--- src/pkg/twd_pkg.sv ---
package twd_pkg;
	// ==========================================================
	// opcodes
	localparam logic [7:0] OP_TEST_A = 8'h4d;
	localparam logic [7:0] OP_TEST_B = 8'h5d;
	localparam logic [7:0] OP_TEST_EXT = 8'h7d;
	localparam logic [7:0] OP_TEST_IDX = 8'h6d;
	localparam logic [7:0] OP_PAGE_Y = 8'h18;
	localparam logic [7:0] OP_WAIT = 8'h3e;
	localparam logic [7:0] OP_XFER_CCR = 8'h06;
	// ==========================================================
	// ccr bit positions
	localparam int CCR_C = 0;
	localparam int CCR_V = 1;
	localparam int CCR_Z = 2;
	localparam int CCR_N = 3;
	localparam int CCR_X = 6;
	localparam logic [7:0] CCR_RESET = 8'hd0;
	// ==========================================================
	// timing counts
	localparam logic [4:0] WAIT_STACK_CYC = 5'h0c;
	localparam logic [4:0] WAIT_VEC_CYC = 5'h02;
	localparam logic [4:0] TEST_INH_CYC = 5'h02;
	localparam logic [4:0] TEST_EXT_CYC = 5'h06;
	localparam logic [4:0] TEST_IX_CYC = 5'h06;
	localparam logic [4:0] TEST_IY_CYC = 5'h07;
	// operand formats
	typedef enum logic [2:0] {
		twd_opnd_direct,
		twd_opnd_indexed,
		twd_opnd_extended,
		twd_opnd_imm8,
		twd_opnd_imm16,
		twd_opnd_relative,
		twd_opnd_mask
	} twd_opnd_t;
endpackage : twd_pkg

--- src/pkg/twd_opnd_if.sv ---
`timescale 1ns/10ps
// operand formation request and result between core and address unit
interface twd_opnd_if;
	import twd_pkg::*;
	twd_opnd_t kind;
	logic [7:0] byte_hi;
	logic [7:0] byte_lo;
	logic use_y;
	logic [15:0] index_one;
	logic [15:0] index_two;
	logic [15:0] next_pc;
	logic [7:0] mask_target;
	logic [15:0] addr;
	logic [7:0] masked;
	modport core (output kind, byte_hi, byte_lo, use_y, index_one, index_two,
		next_pc, mask_target, input addr, masked);
	modport unit (input kind, byte_hi, byte_lo, use_y, index_one, index_two,
		next_pc, mask_target, output addr, masked);
endinterface : twd_opnd_if

--- src/hdl/twd_opnd_unit.sv ---
`timescale 1ns/10ps
// operand byte to address / data former, registered result
module twd_opnd_unit (
	// clock and reset
	input wire logic clk,
	input wire logic rst,
	// operand request
	twd_opnd_if.unit op
);
	import twd_pkg::*;
	logic [15:0] next_addr;
	logic [7:0] next_masked;
	// ==========================================================
	// form address for each operand kind
	always_comb begin
		next_masked = op.mask_target & op.byte_lo;
		case (op.kind)
			twd_opnd_direct: next_addr = {8'h00, op.byte_lo};
			twd_opnd_indexed: next_addr = (op.use_y ? op.index_two : op.index_one)
				+ {8'h00, op.byte_lo};
			twd_opnd_extended: next_addr = {op.byte_hi, op.byte_lo};
			twd_opnd_imm16: next_addr = {op.byte_hi, op.byte_lo};
			twd_opnd_imm8: next_addr = {8'h00, op.byte_lo};
			twd_opnd_relative: next_addr = op.next_pc
				+ {{8{op.byte_lo[7]}}, op.byte_lo};
			default: next_addr = {8'h00, op.byte_lo};
		endcase
	end
	// register results so data leaves from flip-flops
	always_ff @(posedge clk or posedge rst) begin
		if (rst) begin
			op.addr <= 16'h0000;
			op.masked <= 8'h00;
		end else begin
			op.addr <= next_addr;
			op.masked <= next_masked;
		end
	end
	a_direct_page: assert property (@(posedge clk) disable iff (rst)
		op.kind == twd_opnd_direct |=> op.addr[15:8] == 8'h00)
		else $error("direct address left page zero");
	a_relative_sum: assert property (@(posedge clk) disable iff (rst)
		op.kind == twd_opnd_relative |=> op.addr == $past(op.next_pc)
		+ {{8{$past(op.byte_lo[7])}}, $past(op.byte_lo)})
		else $error("relative target wrong");
	a_mask_only: assert property (@(posedge clk) disable iff (rst)
		1'b1 |=> (op.masked & ~$past(op.byte_lo)) == 8'h00)
		else $error("unmasked bit affected");
	a_ext_order: assert property (@(posedge clk) disable iff (rst)
		op.kind == twd_opnd_extended |=> op.addr[15:8] == $past(op.byte_hi))
		else $error("extended high byte misplaced");
	a_idx_sum: assert property (@(posedge clk) disable iff (rst)
		op.kind == twd_opnd_indexed && !op.use_y
		|=> op.addr == $past(op.index_one) + {8'h00, $past(op.byte_lo)})
		else $error("indexed address wrong");
endmodule : twd_opnd_unit

--- src/hdl/twd_core.sv ---
`timescale 1ns/10ps
// test / wait / operand slice of the cpu core
module twd_core (
	// clock and reset
	input wire logic clk,
	input wire logic rst,
	// program memory bytes, one per cycle while fetch_req
	input wire logic [7:0] mem_data,
	output logic fetch_req,
	output logic [15:0] mem_addr,
	// interrupt line, from outside the clock domain
	input wire logic irq_pin,
	// operand formation request, from the instruction sequencer
	input wire logic opnd_start,
	input wire twd_pkg::twd_opnd_t opnd_kind,
	input wire logic opnd_use_y,
	input wire logic [7:0] opnd_mask_target,
	// cpu state
	input wire logic [7:0] acc_a,
	input wire logic [7:0] acc_b,
	input wire logic [15:0] index_register_one,
	input wire logic [15:0] index_register_two,
	output logic [7:0] ccr,
	// status
	output logic stacking,
	output logic waiting,
	output logic vector_fetch,
	output logic busy,
	output logic [15:0] opnd_addr,
	output logic [7:0] opnd_masked,
	output logic opnd_done
);
	import twd_pkg::*;
	typedef enum {st_fetch, st_page, st_hi, st_lo, st_exec, st_stack, st_wait,
		st_vector} twd_state_t;
	twd_state_t state, next_state;
	logic [15:0] pc, next_pc;
	logic [7:0] opc, next_opc;
	logic [7:0] hi, next_hi;
	logic [7:0] lo, next_lo;
	logic [7:0] next_ccr;
	logic [4:0] cnt, next_cnt;
	logic [4:0] len, next_len;
	logic page_y, next_page_y;
	logic irq_s1, irq_s2;
	logic [7:0] tval;
	logic onded, next_onded;
	twd_opnd_if opif ();
	// ==========================================================
	// interrupt pin synchroniser, two flops
	always_ff @(posedge clk or posedge rst) begin
		if (rst) begin
			irq_s1 <= 1'b0;
			irq_s2 <= 1'b0;
		end else begin
			irq_s1 <= irq_pin;
			irq_s2 <= irq_s1;
		end
	end
	// ==========================================================
	// operand former shared by all addressing modes
	// memory tests reuse the former: indexed form adds the index, others take the byte pair
	assign opif.kind = opnd_start ? opnd_kind
		: (opc == OP_TEST_IDX) ? twd_opnd_indexed : twd_opnd_extended;
	assign opif.byte_hi = hi;
	assign opif.byte_lo = opnd_start ? mem_data : lo;
	assign opif.use_y = opnd_start ? opnd_use_y : page_y;
	assign opif.index_one = index_register_one;
	assign opif.index_two = index_register_two;
	assign opif.next_pc = pc;
	assign opif.mask_target = opnd_mask_target;
	twd_opnd_unit u_opnd (
		.clk(clk),
		.rst(rst),
		.op(opif.unit)
	);
	assign opnd_addr = opif.addr;
	assign opnd_masked = opif.masked;
	// ==========================================================
	// value tested: accumulator or memory byte returned for memory forms
	always_comb begin
		case (opc)
			OP_TEST_A: tval = acc_a;
			OP_TEST_B: tval = acc_b;
			default: tval = mem_data;
		endcase
	end
	// sequencer next-state; cnt counts cycles from the opcode fetch, or from zero on leaving wait for the vector fetch
	always_comb begin
		next_state = state;
		next_pc = pc;
		next_opc = opc;
		next_hi = hi;
		next_lo = lo;
		next_ccr = ccr;
		next_cnt = cnt + 5'h01;
		next_len = len;
		next_page_y = page_y;
		next_onded = opnd_start;
		case (state)
			st_fetch: begin
				next_cnt = 5'h01;
				next_pc = pc + 16'h0001;
				next_opc = mem_data;
				next_page_y = 1'b0;
				if (mem_data == OP_PAGE_Y) begin
					next_state = st_page;
				end else if (mem_data == OP_WAIT) begin
					next_state = st_stack;
				end else if (mem_data == OP_TEST_EXT) begin
					next_len = TEST_EXT_CYC;
					next_state = st_hi;
				end else if (mem_data == OP_TEST_IDX) begin
					next_len = TEST_IX_CYC;
					next_state = st_lo;
				end else begin
					next_len = TEST_INH_CYC;
					next_state = st_exec;
				end
			end
			st_page: begin
				next_pc = pc + 16'h0001;
				next_opc = mem_data;
				next_page_y = 1'b1;
				next_len = TEST_IY_CYC;
				next_state = (mem_data == OP_TEST_IDX) ? st_lo : st_exec;
			end
			st_hi: begin
				next_pc = pc + 16'h0001;
				next_hi = mem_data; // high byte first
				next_state = st_lo;
			end
			st_lo: begin
				next_pc = pc + 16'h0001;
				next_lo = mem_data;
				next_state = st_exec;
			end
			st_exec: begin
				if (cnt >= len - 5'h01) begin
					if (opc == OP_TEST_A || opc == OP_TEST_B || opc == OP_TEST_EXT
						|| opc == OP_TEST_IDX) begin
						next_ccr[CCR_N] = tval[7];
						next_ccr[CCR_Z] = (tval == 8'h00);
						next_ccr[CCR_V] = 1'b0;
						next_ccr[CCR_C] = 1'b0;
					end else if (opc == OP_XFER_CCR) begin
						// clear allowed, set blocked on the nmi mask
						next_ccr = acc_a;
						next_ccr[CCR_X] = ccr[CCR_X] & acc_a[CCR_X];
					end
					next_state = st_fetch;
				end
			end
			st_stack: begin
				if (cnt == WAIT_STACK_CYC - 5'h01) begin
					next_state = st_wait;
				end
			end
			st_wait: begin
				next_cnt = 5'h00;
				if (irq_s2) begin
					next_state = st_vector;
				end
			end
			st_vector: begin
				if (cnt == WAIT_VEC_CYC - 5'h01) begin
					next_state = st_fetch;
				end
			end
			default: next_state = st_fetch;
		endcase
	end
	// sequencer registers
	always_ff @(posedge clk or posedge rst) begin
		if (rst) begin
			state <= st_fetch;
			pc <= 16'h0000;
			opc <= 8'h00;
			hi <= 8'h00;
			lo <= 8'h00;
			ccr <= CCR_RESET;
			cnt <= 5'h00;
			len <= 5'h00;
			page_y <= 1'b0;
			onded <= 1'b0;
		end else begin
			state <= next_state;
			pc <= next_pc;
			opc <= next_opc;
			hi <= next_hi;
			lo <= next_lo;
			ccr <= next_ccr;
			cnt <= next_cnt;
			len <= next_len;
			page_y <= next_page_y;
			onded <= next_onded;
		end
	end
	// ==========================================================
	// bus and status outputs
	assign fetch_req = (state == st_fetch) || (state == st_page) || (state == st_hi)
		|| (state == st_lo);
	assign mem_addr = (state == st_exec && (opc == OP_TEST_EXT || opc == OP_TEST_IDX))
		? opif.addr : pc;
	assign stacking = (state == st_stack);
	assign waiting = (state == st_wait);
	assign vector_fetch = (state == st_vector);
	assign busy = (state != st_fetch);
	assign opnd_done = onded;
	// ==========================================================
	// run length of stacking, so its length is checked without a long repetition
	logic [4:0] stack_run, next_stack_run;
	always_comb begin
		next_stack_run = stacking ? stack_run + 5'h01 : 5'h00;
	end
	always_ff @(posedge clk or posedge rst) begin
		if (rst) begin
			stack_run <= 5'h00;
		end else begin
			stack_run <= next_stack_run;
		end
	end
	// ==========================================================
	// checks
	a_test_clears_vc: assert property (@(posedge clk) disable iff (rst)
		state == st_exec && next_state == st_fetch && opc == OP_TEST_A
		|=> !ccr[CCR_V] && !ccr[CCR_C] && ccr[CCR_Z] == ($past(acc_a) == 8'h00))
		else $error("test of a gave wrong flags");
	a_test_b_len: assert property (@(posedge clk) disable iff (rst)
		state == st_fetch && mem_data == OP_TEST_B |=> state == st_exec ##1
		state == st_fetch)
		else $error("test of b not two cycles");
	a_wait_start: assert property (@(posedge clk) disable iff (rst)
		state == st_fetch && mem_data == OP_WAIT |=> stacking && stack_run == 5'h00)
		else $error("stacking did not follow wait opcode");
	a_wait_stack_len: assert property (@(posedge clk) disable iff (rst)
		waiting && !$past(waiting) |-> stack_run == WAIT_STACK_CYC - 5'h01)
		else $error("stacking not twelve cycles");
	a_wait_hold: assert property (@(posedge clk) disable iff (rst)
		waiting && !irq_s2 |=> waiting)
		else $error("left wait without interrupt");
	a_vector_len: assert property (@(posedge clk) disable iff (rst)
		waiting && irq_s2 |=> vector_fetch ##1 vector_fetch ##1 state == st_fetch)
		else $error("vector fetch not two cycles");
	a_nmi_no_set: assert property (@(posedge clk) disable iff (rst)
		!ccr[CCR_X] |=> !ccr[CCR_X])
		else $error("nmi mask became set");
	a_ext_hi_first: assert property (@(posedge clk) disable iff (rst)
		state == st_hi |=> state == st_lo && hi == $past(mem_data))
		else $error("extended high byte not first");
	c_wait_full: cover property (@(posedge clk) disable iff (rst) vector_fetch ##2 !busy);
	c_test_ext: cover property (@(posedge clk) disable iff (rst)
		state == st_exec && opc == OP_TEST_EXT);
	c_test_iy: cover property (@(posedge clk) disable iff (rst) page_y && state == st_exec);
	c_relative: cover property (@(posedge clk) disable iff (rst)
		opnd_start && opnd_kind == twd_opnd_relative);
endmodule : twd_core

--- config.mk ---
export PLATFORM = sky130hd
export DESIGN_NAME = twd_core
export DESIGN_NICKNAME = d
export VERILOG_FILES = /design/src/pkg/twd_pkg.sv /design/src/pkg/twd_opnd_if.sv /design/src/hdl/twd_opnd_unit.sv /design/src/hdl/twd_core.sv
export SDC_FILE = /design/constraint.sdc
export NUM_CORES = 1
export LEC_CHECK = 0
export ABC_AREA = 1
export BUFFER_PORTS_ARGS = -buffer_cell sky130_fd_sc_hd__buf_4
export CORE_ASPECT_RATIO = 1.2
export CORE_MARGIN = 5
export CORE_UTILIZATION = 51
export DETAILED_ROUTE_END_ITERATION = 10
export GPL_TIMING_DRIVEN = 0
export PLACE_DENSITY = 0.89
export SYNTH_ARGS = -nofsm -noshare
export SYNTH_HDL_FRONTEND = slang
export SYNTH_HIERARCHICAL = 1
export SYNTH_SLANG_ARGS = --single-unit
--- constraint.sdc ---
create_clock -name clk -period 2.5 [get_ports clk]
set_clock_uncertainty 0.1 [all_clocks]
set_input_delay 0.375 -clock clk [delete_from_list [all_inputs] [get_ports clk]]
set_output_delay 0.375 -clock clk [all_outputs]
set_load 0.03 [all_outputs]
# [Word-level counts from Yosys, hierarchy flattened]
# Index checks and enable logic that the tools add are counted.
[totals] reg_bits=118 elab_cells=106 out_inout_bits=54 inputBits=72
[classes] reduce_logical=21 add_sub_neg=5 n_lt_le_gt_ge=1 n_bitwise=3 n_eq_ne=35 n_mux=26
[op_table] cell="one-hot mux 32 bit (8 select lines)" count=1
[op_table] cell="equality test 32 x 3 -> 1 bit, second input constant" count=6
[op_table] cell="equality test 32 x 4 -> 1 bit, second input constant" count=4
[op_table] cell="two-way mux 32 bit" count=4
[op_table] cell="equality test 32 x 2 -> 1 bit, second input constant" count=3
[op_table] cell="logical NOT 32 bit" count=2
[op_table] cell="equality test 8 x 7 -> 1 bit, second input constant" count=6
[op_table] cell="one-hot mux 16 bit (3 select lines)" count=1
[op_table] cell="equality test 32 x 1 -> 1 bit, second input constant" count=1
[op_table] cell="two-way mux 16 bit" count=2
[op_table] cell="nonzero test 32 bit" count=1
[op_table] cell="two-way mux 3 bit" count=7
[op_table] cell="one-hot mux 5 bit (2 select lines)" count=2
[op_table] cell="adder 16 x 1 -> 16 bit, second input constant" count=1
[op_table] cell="adder 16 bit" count=1
[op_table] cell="adder 16 x 8 -> 16 bit" count=1
[op_table] cell="one-hot mux 8 bit (2 select lines)" count=1
[op_table] cell="inequality test 2 bit, second input constant" count=6
[op_table] cell="two-way mux 5 bit" count=2
[op_table] cell="bitwise AND 8 bit" count=1
[op_table] cell="equality test 8 x 3 -> 1 bit, second input constant" count=1
[op_table] cell="equality test 8 x 5 -> 1 bit, second input constant" count=1
[op_table] cell="equality test 8 x 6 -> 1 bit, second input constant" count=1
[op_table] cell="logical NOT 8 bit" count=1
[op_table] cell="22 further kinds" count=34

# [Depth between registers and ports, before layout]
[depth] depth_word=6 mapped_depth=19 ltp_nobuf=17

# [Hierarchy]
# The synthesis kept the hierarchy.
[by_module_without_submodules] mod="twd_core" area_each_um2=3483.3 cells_per_inst=444 n_inst=1
[by_module_without_submodules] mod="twd_opnd_unit" area_each_um2=2791.4 cells_per_inst=448 n_inst=1

# [Least setup slack after synthesis]
# Ideal clock, no wire load.
[synth_path] path_kind="input-to-reg" from="input opnd_start" to="register u_opnd.op.addr[12]" arrival_time_ps=2304 stages=10 n_path_buf=0 setup_time_ps=124 slack_ps=-29 path_cell_list="o21ai_0 -> ha_1 -> a21oi_1 -> inv_1 -> nor2_1 -> nand2_1 -> nand2_1 -> nand3_1 -> nand3_1 -> nand3_1"
[synth_via] elab_chain_cells=4 word_cells_on_any_way=12 classes_between="add/sub (2); eq/ne (4); mux (5); reduce/logical (1)"
[synth_lines] element="start: declaration" line_no="twd_core.sv:14" source="input wire logic opnd_start,"
[synth_lines] element="two-way mux 1 bit or two-way mux 3 bit (tied branches)" line_no="twd_core.sv:67, twd_core.sv:63"
[synth_lines] element="two-way mux 16 bit, or another cell as far along" line_no="twd_opnd_unit.sv:19" source="twd_opnd_indexed: next_addr = (op.use_y ? op.index_two : op.index_one)"
[synth_lines] element="adder 16 x 8 -> 16 bit or OR reduction 2 bit (tied branches)"
[synth_lines] element="one-hot mux 16 bit (3 select lines) (*)" line_no="twd_opnd_unit.sv:17" source="case (op.kind)"
[synth_lines] element="named net u_opnd.next_addr[12]" line_no="twd_opnd_unit.sv:11" source="logic [15:0] next_addr;"
[synth_lines] element="end signal: assignment" line_no="twd_opnd_unit.sv:35" source="op.addr <= next_addr;"
[synth_lines] element="end: declaration" line_no="twd_opnd_if.sv:18" source="next_pc, mask_target, output addr, masked);"
# The timed path passes the listed nets; every way through them passes the cells marked *.
# A chain may end at the register's enable or synchronous reset.

# [Final worst setup path]
[layout_path] from="register page_y" to="register u_opnd.op.addr[15]"
[layout_via] elab_chain_cells=4
[layout_lines] element="start: declaration" line_no="twd_core.sv:44" source="logic page_y, next_page_y;"
[layout_lines] element="start signal: assignment" line_no="twd_core.sv:195" source="page_y <= next_page_y;"
[layout_lines] element="two-way mux 1 bit" line_no="twd_core.sv:67" source="assign opif.use_y = opnd_start ? opnd_use_y : page_y;"
[layout_lines] element="named net opif.use_y" line_no="twd_opnd_if.sv:8" source="logic use_y;"
[layout_lines] element="two-way mux 16 bit" line_no="twd_opnd_unit.sv:19"
[layout_lines] element="adder 16 x 8 -> 16 bit" line_no="twd_opnd_unit.sv:20" source="+ {8'h00, op.byte_lo};"
[layout_lines] element="one-hot mux 16 bit (3 select lines)" line_no="twd_opnd_unit.sv:17"
[layout_lines] element="named net u_opnd.next_addr[15]" line_no="twd_opnd_unit.sv:11"
# The timed path passes the listed nets, and every way through them passes these cells.

==> summary.md <==
| Metric | Value |
|---|---|
| Crit Path Class | flip-flop to flip-flop |
| Clk_lat worst skew | 0.35 ns |
| Cell Pwr Density | 951.5 nW/um^2 |
| Finished Cell Area | 8130 um^2 |
| Post-Route WL | 18.27 mm |
| Largest cells by area after synthesis | dfrtp_1, nand2_1, nand3_1 |
| Critical path required time | 2.62 ns |
| Diode count | 0 |
| Die width | 111.3 um |
| Syn Nets | 999 |
| DR vias | 6494 |
| Detailed router's first-iteration violation count | 464 |
| Max Fclk | 388.2 MHz |
| Worst setup SP type | flip-flop |
| Core area | 12060 um^2 |
| Area of the multi-input gates | 3801 um^2 |
| CTS tree | done |
| Cell accounting for the most synthesized area | dfrtp_1 |
| Violated checks | setup timing |
| Layout cell share with drive strength beyond 1 | 26.80% |
| EDFF count, synth | 0 |
| IO Count | 126 |
| Die Span Y | 131.5 um |
| Peak supply drop | 694.7 uV |
| Vias per cell | 5.403 |
| GR Util met2 | 39.91% |
| Part of the Yosys area used for sequential elements | 34.76% |
| Max H-tree Level | 3 |
| Met1 Resource Use GR | 26.89% |
| DP Area | 7435 um^2 |
| Global routing usage on met3 | 4.876% |
| Rows | 44 |
| Post-synth top cells | nand2_1, inv_1, nand3_1, dfrtp_1, nor2_1 |
| Largest net degree at the start of global routing | 39 |
| Busiest grt layer | met2 |
| Library cells used by synthesis | 45 |
| # Max-Cap Violations | 0 |
| Grt ovf | 0 |
| Mean post-synth cell area | 7.034 um^2 |
| Worst hold-check path type | input pin to async pin |
| Clock buffer depth | 2 |
| Period utilization | 103.0% |
| Initial Utilization | 52.04% |
| WL per Instance | 15.20 um |
| Syn-to-layout area delta | 29.57% |
| Nets@finish | 1143 |
| HPWL Detailed | 13.27 mm |
| First-pass DRT Iterations | 6 |
| Final setup violation count | 2 |
| Relative slew slack | 34.95% |
| FF+latch count, synth | 87 |
| Ys Warns | 6 |
| Place WS | -0.7732 ns |
| Run status | finished, violations left |
| Fillers | 930 |
| Overall die area | 14630 um^2 |
| Fin crit period | 2.576 ns |
| Ys async rst share | 100.0% |
| Lkg Pwr | 0.004279 uW |
| GR Util All Layers | 23.10% |
| Slew Limit Fails | 0 |
| Final Worst Setup Slack | -0.07571 ns |
| Primary FF master, synth | dfrtp_1 |
| Routability cong. | 0.9401 |
| Critical path arrival | 2.70 ns |
| Cts bufs inserted | 9 |
| First-pass GRT wire length | 27.70 mm |
| Final Hold Vio Count | 0 |
| DRT antenna net count | 0 |
| Clock root buffer | clkbuf_16 |
| Reg clk slew, reported paths | 0.07 ns |
| Clock Sinks | 87 |
| Cells after synthesis | 892 |
| DR DRC count | 0 |
| Worst-Margin Slew | 0.9746 ns |
| Initial antenna violation count | 0 |
| Vias in the first global route | 6011 |
| Most common cell in the netlist | nand2_1 |
| Port bufs | 125 |
| CP Max Fanout | 8 |
| Yosys top cell area share | 33.50% |
| Register Area | 2181 um^2 |
| Crit end category | flip-flop |
| Syn Std Cell Area | 6275 um^2 |
==> where the power goes <==
group | internal (uW) | total (uW) | switching, uW
Clock | 888 | 1470 | 581
Combinational | 1470 | 4030 | 2550
Sequential | 1870 | 2240 | 368
Total | 4230 | 7740 | 3500
==> cell usage in the layout, fill, tap and decap left out, types with 3 or more instances in the layout <==
master / instances
inv_2: 10
nand2_1: 263
nand3_1: 81
nand3b_1: 9
dfstp_2: 3
nand4_1: 8
o21ai_0: 35
buf_4: 133
dfrtp_1: 84
buf_6: 5
nor3_1: 5
xnor2_1: 5
o21ai_4: 7
inv_1: 112
nor2_1: 75
xor2_1: 16
nand3_2: 12
ha_4: 6
nor2_4: 4
o21ai_2: 4
mux2_2: 6
nand2_4: 7
or2_2: 4
or2_0: 4
clkbuf_16: 9
nor2_2: 15
clkinvlp_4: 4
ha_1: 25
inv_8: 3
clkbuf_1: 3
o211ai_1: 5
a21oi_1: 21
nand2_2: 25
a21oi_2: 3
==> stage by stage <==
| step | power, uW | hold slack, ns | utilization, % | std cells | TNS [ns] |
|---|---|---|---|---|---|
| 2_1_floorplan | 4740 | 0.2312 | - | 892 | 0 |
| 3_3_place_gp | 5717 | 0.2317 | 61.50 | 1178 | -24.32 |
| 3_5_place_dp | 5836 | 0.2393 | 61.66 | 1179 | -9.059 |
| 4_1_cts | 7411 | 0.02029 | 65.27 | 1199 | 0 |
| 5_1_grt | 8275 | 0.02448 | 67.43 | 1202 | -0.4082 |
| 6_report | 7736 | 0.008214 | 67.43 | 1202 | -0.09680 |
==> flip-flops by register name, indices dropped and copies added (netlist names), 3 cells and up <==
signal,flops
len,3
lo,8
hi,8
opif.next_pc,16
cnt,5
u_opnd/op.addr,16
ccr,8
state,3
u_opnd/op.masked,8
opc,8
==> layout make-up <==
| class | count | area share (%) |
|---|---|---|
| buffer | 11 | 1.262 |
| clock buffer | 9 | 2.770 |
| clock inverter | 7 | 1.293 |
| inverter | 126 | 6.002 |
| multi-input combinational | 667 | 46.75 |
| sequential | 87 | 26.82 |
| tap | 161 | 2.478 |
| timing repair buffer | 134 | 12.62 |
==> metal layers <==
| metal | wire length (um) | part of all wire, % |
|---|---|---|
| met1 | 6774 | 37 |
| met2 | 9154 | 50 |
| met3 | 1576 | 8.6 |
| met4 | 762 | 4.2 |
| met5 | 0 | 0 |
==> critical path, stage by stage, from the launching register on <==
cell and delay, ns:
dfrtp_1 0.36, inv_1 0.07, o21ai_2 0.07, buf_6 0.14
buf_8 0.12, buf_6 0.13, nand2_1 0.07, nand2_1 0.06
ha_1 0.40, nand2_2 0.13, nor2_1 0.16, nand3_1 0.11
nand2_2 0.13, nand2_2 0.06, nand2_1 0.08, nand3_1 0.07
nand3_1 0.09, nand3_1 0.08
==> cells by family after synthesis <==
kind of cell	after synthesis	share of synthesized area, %
muxes	8	1.555
buffers and inverters	138	9.312
and+or+nand+nor	520	37.03
adders and majority gates	35	7.218
DFF	87	34.76
xor gates and xnor gates	21	2.931
AOI/OAI and AO/OA	83	7.199
==> worst paths after layout <==
check / slack, ns / startpoint / end / cells past startpoint
max: -0.08 / page_y / u_opnd/op.addr[15] / 17
min: 0.008 / rst / page_y / 2
min reg2reg: 0.25 / irq_s1 / irq_s2 / 0
max in group asynchronous: 1.52 / rst / u_opnd/op.addr[6] / 2
min in group clk: 0.03 / irq_pin / irq_s1 / 1
max reg2reg: -0.08 / page_y / u_opnd/op.addr[15] / 17
==> timing repair <==
item                       4_1_cts  5_1_grt
setup endpoints to repair       14       15
buffers inserted                 5        3
pin swaps                        6       11
hold buffers                     0        0
gates resized for setup         34       56
No activity file was read; power rests on OpenSTA's default activity.
